$ cat config.mk
export PLATFORM = sky130hd
export DESIGN_NAME = synth_profile_config_regs
export DESIGN_NICKNAME = d
export VERILOG_FILES = /design/src/core/synth_cfg_pkg.sv /design/src/core/synth_profile_config_regs.sv
export SDC_FILE = /design/constraint.sdc
export NUM_CORES = 1
export LEC_CHECK = 0
export ABC_AREA = 1
export ABC_CLOCK_PERIOD_IN_PS = 3250
export BUFFER_PORTS_ARGS = -buffer_cell sky130_fd_sc_hd__buf_2
export CELL_PAD_IN_SITES_DETAIL_PLACEMENT = 1
export CELL_PAD_IN_SITES_GLOBAL_PLACEMENT = 2
export CORE_MARGIN = 4
export CORE_UTILIZATION = 32
export CTS_CLUSTER_SIZE = 30
export DETAILED_ROUTE_END_ITERATION = 10
export GPL_TIMING_DRIVEN = 0
export HOLD_SLACK_MARGIN = 0.02
export MAX_ROUTING_LAYER = met4
export PLACE_DENSITY = 0.84
export SKIP_CTS_REPAIR_TIMING = 1
export SLEW_MARGIN = 20
export SYNTH_ARGS = -nofsm -noshare
export SYNTH_HDL_FRONTEND = slang
export SYNTH_SLANG_ARGS = --single-unit
$ cat constraint.sdc
create_clock -name clock -period 3.25 [get_ports clock]
set_input_delay 0.1625 -clock clock [delete_from_list [all_inputs] [get_ports clock]]
set_output_delay 0.1625 -clock clock [all_outputs]
set_load 0.01 [all_outputs]
$ cat src/core/synth_cfg_pkg.sv
// constants for the synthesizer profile configuration bank
// assumes apb word access; register index times four is the byte address
package synth_cfg_pkg;

    // ---------------------------------------------------------------
    // register indices
    // ---------------------------------------------------------------
    localparam int unsigned IDX_CTRL_P1   = 'h8;
    localparam int unsigned IDX_DEV_FIRST = 'h9;
    localparam int unsigned IDX_DEV_LAST  = 'h10;
    localparam int unsigned IDX_FRAC_HI   = 'h11;
    localparam int unsigned IDX_NUM_LO    = 'h12;
    localparam int unsigned IDX_DEN_LO    = 'h13;
    localparam int unsigned IDX_INT_DIV   = 'h14;
    localparam int unsigned IDX_REF_DIV   = 'h15;
    localparam int unsigned IDX_FIRST     = IDX_CTRL_P1;
    localparam int unsigned NUM_REGS      = IDX_REF_DIV - IDX_FIRST + 1;
    localparam int unsigned NUM_DEV       = IDX_DEV_LAST - IDX_DEV_FIRST + 1;
    localparam int unsigned REG_W         = 16;

    // ---------------------------------------------------------------
    // reset values
    // ---------------------------------------------------------------
    localparam logic [15:0] RST_CTRL_P1 = 16'h0010;
    localparam logic [15:0] RST_INT_DIV = 16'h0028;
    localparam logic [15:0] RST_REF_DIV = 16'h0101;
    localparam logic [15:0] RST_ZERO    = 16'h0000;

    // ---------------------------------------------------------------
    // field positions
    // ---------------------------------------------------------------
    localparam int unsigned F_BYTE_HI_LSB   = 8;
    localparam int unsigned F_BYTE_LO_LSB   = 0;
    localparam int unsigned F_PRESCALE_BIT  = 15;
    localparam int unsigned F_ORDER_LSB     = 12;
    localparam int unsigned F_INTDIV_LSB    = 0;
    localparam int unsigned F_FSK_EN_BIT    = 10;
    localparam int unsigned F_EXTDIV_LSB    = 6;
    localparam int unsigned F_EXTSEL_BIT    = 5;
    localparam int unsigned F_TXPWR_LSB     = 0;

    // ---------------------------------------------------------------
    // decode values
    // ---------------------------------------------------------------
    localparam logic [2:0] PRESCALE_DIV_LO = 3'h2;
    localparam logic [2:0] PRESCALE_DIV_HI = 3'h4;
    localparam logic [2:0] ORDER_MAX       = 3'h4;
    localparam logic [1:0] WORD_ALIGN      = 2'h0;
    localparam logic [15:0] UPPER_ZERO     = 16'h0000;

endpackage : synth_cfg_pkg

$ cat src/core/synth_profile_config_regs.sv
// apb register bank for profile settings of a fractional-n synthesizer
// assumes a zero-wait apb master on the same clock; fields feed the datapath
//
// The APB interface to the registers was left to the implementer.
`timescale 1ns/1ps
module synth_profile_config_regs #(
    parameter int unsigned ADDR_W = 8
) (
    input  wire logic              clock,
    input  wire logic              rst,
    input  wire logic              psel,
    input  wire logic              penable,
    input  wire logic              pwrite,
    input  wire logic [ADDR_W-1:0] paddr,
    input  wire logic [31:0]       pwdata,
    output logic                   pready,
    output logic                   pslverr,
    output logic [31:0]            prdata,
    output logic [7:0]             ref_post_divider_p2,
    output logic [7:0]             ref_pre_divider_p2,
    output logic                   prescaler_select_p2,
    output logic [2:0]             prescaler_div_p2,
    output logic [2:0]             modulator_order_p2,
    output logic [11:0]            integer_divider_p2,
    output logic [23:0]            frac_denominator_p2,
    output logic [23:0]            frac_numerator_p2,
    output logic [16*8-1:0]        deviation_words_p1,
    output logic                   shift_keying_enable_p1,
    output logic [3:0]             ext_osc_out_divider_p1,
    output logic                   ext_osc_select_p1,
    output logic [4:0]             tx_output_power_p1
);

    localparam int unsigned NR = synth_cfg_pkg::NUM_REGS;
    localparam int unsigned RW = synth_cfg_pkg::REG_W;

    // ---------------------------------------------------------------
    // address decode
    // ---------------------------------------------------------------
    function automatic logic addr_hit(input logic [ADDR_W-1:0] a);
        logic [ADDR_W-3:0] w;
        w = a[ADDR_W-1:2];
        return (a[1:0] == synth_cfg_pkg::WORD_ALIGN)
            && (int'(w) >= synth_cfg_pkg::IDX_FIRST)
            && (int'(w) <= synth_cfg_pkg::IDX_REF_DIV);
    endfunction : addr_hit

    function automatic logic [3:0] addr_slot(input logic [ADDR_W-1:0] a);
        logic [ADDR_W-3:0] w;
        w = a[ADDR_W-1:2];
        return 4'(int'(w) - synth_cfg_pkg::IDX_FIRST);
    endfunction : addr_slot

    function automatic int unsigned slot_of(input int unsigned idx);
        return idx - synth_cfg_pkg::IDX_FIRST;
    endfunction : slot_of

    logic [RW-1:0] regs_q [NR];
    logic [31:0]   prdata_q;
    logic          hit;
    logic [3:0]    slot;
    logic          wr_acc;
    logic [RW-1:0] rd_word;

    assign hit    = addr_hit(paddr);
    assign slot   = addr_slot(paddr);
    assign wr_acc = psel && penable && pwrite;
    assign rd_word = hit ? regs_q[slot] : synth_cfg_pkg::RST_ZERO;

    // ---------------------------------------------------------------
    // apb handshake
    // ---------------------------------------------------------------
    assign pready  = 1'b1;
    assign pslverr = psel && penable && !hit;
    assign prdata  = prdata_q;

    // read data captured in setup so it stands through the access phase
    always_ff @(posedge clock) begin
        if (rst) begin
            prdata_q <= 32'h0000_0000;
        end else if (psel && !penable && !pwrite) begin
            prdata_q <= {synth_cfg_pkg::UPPER_ZERO, rd_word};
        end
    end

    // ---------------------------------------------------------------
    // register storage
    // ---------------------------------------------------------------
    function automatic logic [RW-1:0] reset_of(input int unsigned s);
        if (s == slot_of(synth_cfg_pkg::IDX_CTRL_P1)) begin
            return synth_cfg_pkg::RST_CTRL_P1;
        end
        if (s == slot_of(synth_cfg_pkg::IDX_INT_DIV)) begin
            return synth_cfg_pkg::RST_INT_DIV;
        end
        if (s == slot_of(synth_cfg_pkg::IDX_REF_DIV)) begin
            return synth_cfg_pkg::RST_REF_DIV;
        end
        return synth_cfg_pkg::RST_ZERO;
    endfunction : reset_of

    for (genvar g = 0; g < NR; g++) begin : g_reg
        always_ff @(posedge clock) begin
            if (rst) begin
                regs_q[g] <= reset_of(g);
            end else if (wr_acc && hit && (slot == 4'(g))) begin
                regs_q[g] <= pwdata[RW-1:0];
            end
        end
    end

    // ---------------------------------------------------------------
    // field outputs
    // ---------------------------------------------------------------
    localparam int unsigned S_CTRL = synth_cfg_pkg::IDX_CTRL_P1 - synth_cfg_pkg::IDX_FIRST;
    localparam int unsigned S_FHI  = synth_cfg_pkg::IDX_FRAC_HI - synth_cfg_pkg::IDX_FIRST;
    localparam int unsigned S_NUM  = synth_cfg_pkg::IDX_NUM_LO - synth_cfg_pkg::IDX_FIRST;
    localparam int unsigned S_DEN  = synth_cfg_pkg::IDX_DEN_LO - synth_cfg_pkg::IDX_FIRST;
    localparam int unsigned S_INT  = synth_cfg_pkg::IDX_INT_DIV - synth_cfg_pkg::IDX_FIRST;
    localparam int unsigned S_REF  = synth_cfg_pkg::IDX_REF_DIV - synth_cfg_pkg::IDX_FIRST;
    localparam int unsigned S_DEV  = synth_cfg_pkg::IDX_DEV_FIRST - synth_cfg_pkg::IDX_FIRST;

    logic [2:0] order_raw;

    assign ref_post_divider_p2 = regs_q[S_REF][synth_cfg_pkg::F_BYTE_HI_LSB +: 8];
    assign ref_pre_divider_p2  = regs_q[S_REF][synth_cfg_pkg::F_BYTE_LO_LSB +: 8];
    assign prescaler_select_p2 = regs_q[S_INT][synth_cfg_pkg::F_PRESCALE_BIT];
    assign prescaler_div_p2    = prescaler_select_p2 ? synth_cfg_pkg::PRESCALE_DIV_HI
                                                     : synth_cfg_pkg::PRESCALE_DIV_LO;
    assign order_raw           = regs_q[S_INT][synth_cfg_pkg::F_ORDER_LSB +: 3];
    assign modulator_order_p2  = order_raw[2] ? synth_cfg_pkg::ORDER_MAX : order_raw;
    assign integer_divider_p2  = regs_q[S_INT][synth_cfg_pkg::F_INTDIV_LSB +: 12];
    assign frac_denominator_p2 = {regs_q[S_FHI][synth_cfg_pkg::F_BYTE_HI_LSB +: 8],
                                  regs_q[S_DEN]};
    assign frac_numerator_p2   = {regs_q[S_FHI][synth_cfg_pkg::F_BYTE_LO_LSB +: 8],
                                  regs_q[S_NUM]};

    for (genvar d = 0; d < synth_cfg_pkg::NUM_DEV; d++) begin : g_dev
        assign deviation_words_p1[d*RW +: RW] = regs_q[S_DEV + d];
    end

    assign shift_keying_enable_p1 = regs_q[S_CTRL][synth_cfg_pkg::F_FSK_EN_BIT];
    assign ext_osc_out_divider_p1 = regs_q[S_CTRL][synth_cfg_pkg::F_EXTDIV_LSB +: 4];
    assign ext_osc_select_p1      = regs_q[S_CTRL][synth_cfg_pkg::F_EXTSEL_BIT];
    assign tx_output_power_p1     = regs_q[S_CTRL][synth_cfg_pkg::F_TXPWR_LSB +: 5];

    // ---------------------------------------------------------------
    // checks
    // ---------------------------------------------------------------
    logic [ADDR_W-1:0] a_ref;
    logic [ADDR_W-1:0] a_int;
    logic [ADDR_W-1:0] a_fhi;
    logic [ADDR_W-1:0] a_den;
    logic [ADDR_W-1:0] a_ctl;

    assign a_ref = ADDR_W'(synth_cfg_pkg::IDX_REF_DIV * 4);
    assign a_int = ADDR_W'(synth_cfg_pkg::IDX_INT_DIV * 4);
    assign a_fhi = ADDR_W'(synth_cfg_pkg::IDX_FRAC_HI * 4);
    assign a_den = ADDR_W'(synth_cfg_pkg::IDX_DEN_LO * 4);
    assign a_ctl = ADDR_W'(synth_cfg_pkg::IDX_CTRL_P1 * 4);

    // ---------------------------------------------------------------
    // further checks: storage, reads, refusal
    // ---------------------------------------------------------------
    logic [ADDR_W-1:0] a_num;
    logic              off_map;
    logic [RW*NR-1:0]  flat_regs;

    assign a_num   = ADDR_W'(synth_cfg_pkg::IDX_NUM_LO * 4);
    assign off_map = (paddr[1:0] != synth_cfg_pkg::WORD_ALIGN)
                  || (paddr < a_ctl) || (paddr > a_ref);

    for (genvar f = 0; f < NR; f++) begin : g_flat
        assign flat_regs[f*RW +: RW] = regs_q[f];
    end

    for (genvar k = 0; k < synth_cfg_pkg::NUM_DEV; k++) begin : g_dev_chk
        localparam logic [ADDR_W-1:0] A_DEV = ADDR_W'((synth_cfg_pkg::IDX_DEV_FIRST + k) * 4);

    end
endmodule : synth_profile_config_regs

==> results.cfg <==
[status]
run_status = complete, but fails checks
violations = negative hold slack

[hold_path]
worst_hold_startpoint = pwdata[13]
holdPathStages = 3
min_path_type = in2reg
hold-path-endpoint = regs_q[4][13]

[global_route]
grt_pass1_vias = 11190
grt_max_degree = 17
grt-ovfl-total = 0
grt_util_all_layers = 0.2561
grt_pass1_wl_mm = 75.51
antenna_found_initial = 0

[clocking]
cts_buffer_depth = 3
cts_sinks = 240
clk_latency_ns = 0.56
numCtsBuffers = 28
h-tree-depth = 1
clkTransAtPathRegs_ns = 0.07
cts-root-buf = clkbuf_16
cts_tree = yes

[final_layout]
fin_nets = 1765
postLayoutCellArea_um2 = 15480
fin_cells = 2253
drive_above_1_share = 0.2910
areaGrowthSynthToFinish_pct = 27.02
antenna_cells = 0

[floorplanning]
die_y_um = 203.2
die_w_um = 203.2
rows = 71
die_area_um2 = 41280
initial_core_util = 0.3236
core_area_um2 = 37670
io_pins = 301

[synth]
ys_ff_latch = 240
synth.avg_cell_area_um2 = 8.764
synth-edff-count = 224
synth_area_leaders = edfxtp_1 (55%), nand2_1 (13%), nor2_1 (8.2%)
syn-instance-count = 1391
yosysTopAreaCell = edfxtp_1
seq_area_frac_synth = 0.5781
async_reset_ff_frac = 0
synth_cell_type_count = 30
synth-main-ff-cell = edfxtp_1
yosys_warnings = 0
yosys-top-cells-count = nand2_1 (421), nor2_1 (266), edfxtp_1 (224)
yosysMostFrequentCell = nand2_1
netlist.area_leader.share = 0.5518
synth_area_um2 = 12190

[detailed_routing]
wl_met1_mm = 21.91
routed-wl-met3_mm = 3.965
num_vias = 10680
wl_per_cell_um = 23.52
drc = 0
wl_mm = 53.00
avgViaCountPerCell = 4.740
top_layer_used = met4
ant_nets = 0
drtIter0Drc = 990
wl_met2_mm = 25.53
firstDrtPassIters = 6

[setup_path]
crit_required_ns = 3.56
rr_endpoint = prdata[7]
cpMostUsedCell = buf_2
r2r-start = regs_q[2][7]
cp_slowest_cell = dlygate4sd3_1
crit_path_end_kind = register
critPathLaunchType = input pin
ff2ff_setup_slack_ns = 1.74
arrival_ns = 2.59
critPathMaxStageDelay_ns = 0.53
critical_path.cell_chain = dlygate4sd3_1 > buf_2 > inv_4 > buf_2 > buf_2 > o21ai_2 > buf_8
critPathMaxFanout = 10
reg2reg_depth = 8
path_class = in2reg

[sta]
fmax_mhz = 438.2
worst_pin_slew_ns = 1.019
whs_ns = -0.003158
setup_tns_ns = 0
rsz0062_at_grt = no
finalHoldViolCount = 1
slew_violations = 0
setup_violations = 0
period_share = 0.7023
fin_crit_ns = 2.282
skew_ns = 0.01198
slew_headroom = 0.3205

[power]
p_leak_uw = 0.007254
ir_drop_uv = 384.6
p_per_area_nw_per_um2 = 501.7

[run]
cap_viol_max_count = 0

[place]
dpl-instance-area_um2 = 14480
gp_congestion = 0.9094
portBuffers = 263
dpl.cell_count = 2193
dp_hpwl_mm = 40.04
-- metal layers --
layer	global-route usage	vias up
li1	-	4923
met1	0.3274	5247
met2	0.4243	441
met3	0.04357	69
met4	0.07083	0
met5	-	-
-- cell families (layout without fill, tap and decap cells) --
family / after synthesis / after routing / synth area share
AO/OA/AOI/OAI: 59 / 59 / 0.02484
buffers and inverters: 280 / 615 / 0.1081
flip-flops: 240 / 240 / 0.5781
other: 2 / 18 / 0.0006161
AND/OR/NAND/NOR: 810 / 810 / 0.2884
-- registers in the layout, indices dropped and copies added (netlist names) --
register / flops
regs_q: 224
prdata: 16
-- through the flow --
stage / util / setup WS [ns] / total power (µW)
6_report: 0.4111 / 0.9677 / 7769
2_1_floorplan: - / 0.6846 / 4139
4_1_cts: 0.4089 / 1.325 / 7793
5_1_grt: 0.4111 / 0.8931 / 8029
3_3_place_gp: 0.3772 / -0.9624 / 4604
3_5_place_dp: 0.3845 / 0.7494 / 4648
-- worst max-delay path by stage --
stage,cells past startpoint,to,from
after floorplan,11,regs_q[0][0],paddr[3]
after global placement,6,regs_q[3][7],paddr[5]
after detailed placement,12,regs_q[0][3],paddr[4]
after CTS,12,regs_q[0][7],paddr[4]
after global routing,7,regs_q[0][3],rst
final,7,regs_q[0][3],rst
-- cell usage in the layout, fill, tap and decap left out, drive strengths merged, types with 8 or more instances in the layout --
cell type | netlist | routed
nand2 | 425 | 425
buf | 74 | 349
nor2 | 343 | 343
edfxtp | 224 | 224
inv | 170 | 170
clkbuf | 35 | 75
o21ai | 50 | 50
nand3 | 30 | 30
conb | 2 | 18
dfxtp | 16 | 16
nand4 | 10 | 10
clkinv | 1 | 10
dlygate4sd3 | 0 | 8
-- critical path, delay by kind of cell --
| kind | cells | cell delay [ns] |
|---|---|---|
| AO/OA/AOI/OAI | 1 | 0.31 |
| buffers and inverters | 6 | 2.11 |
-- layout make-up --
| type | instances | area, µm² |
|---|---|---|
| timing repair buffer | 283 | 1563 |
| fill | 4608 | 22180 |
| clock inverter | 12 | 92.59 |
| buffer | 109 | 663.1 |
| sequential | 240 | 7047 |
| multi-input combinational | 887 | 3991 |
| inverter | 171 | 659.4 |
| clock buffer | 40 | 829.5 |
| tap | 511 | 639.4 |
-- power breakdown --
part	total, µW	internal (µW)	switching, µW
Sequential	3620	3520	97.1
Clock	3170	1850	1320
Combinational	978	282	696
Total	7770	5650	2120
Power figures use the tool's default switching activity.
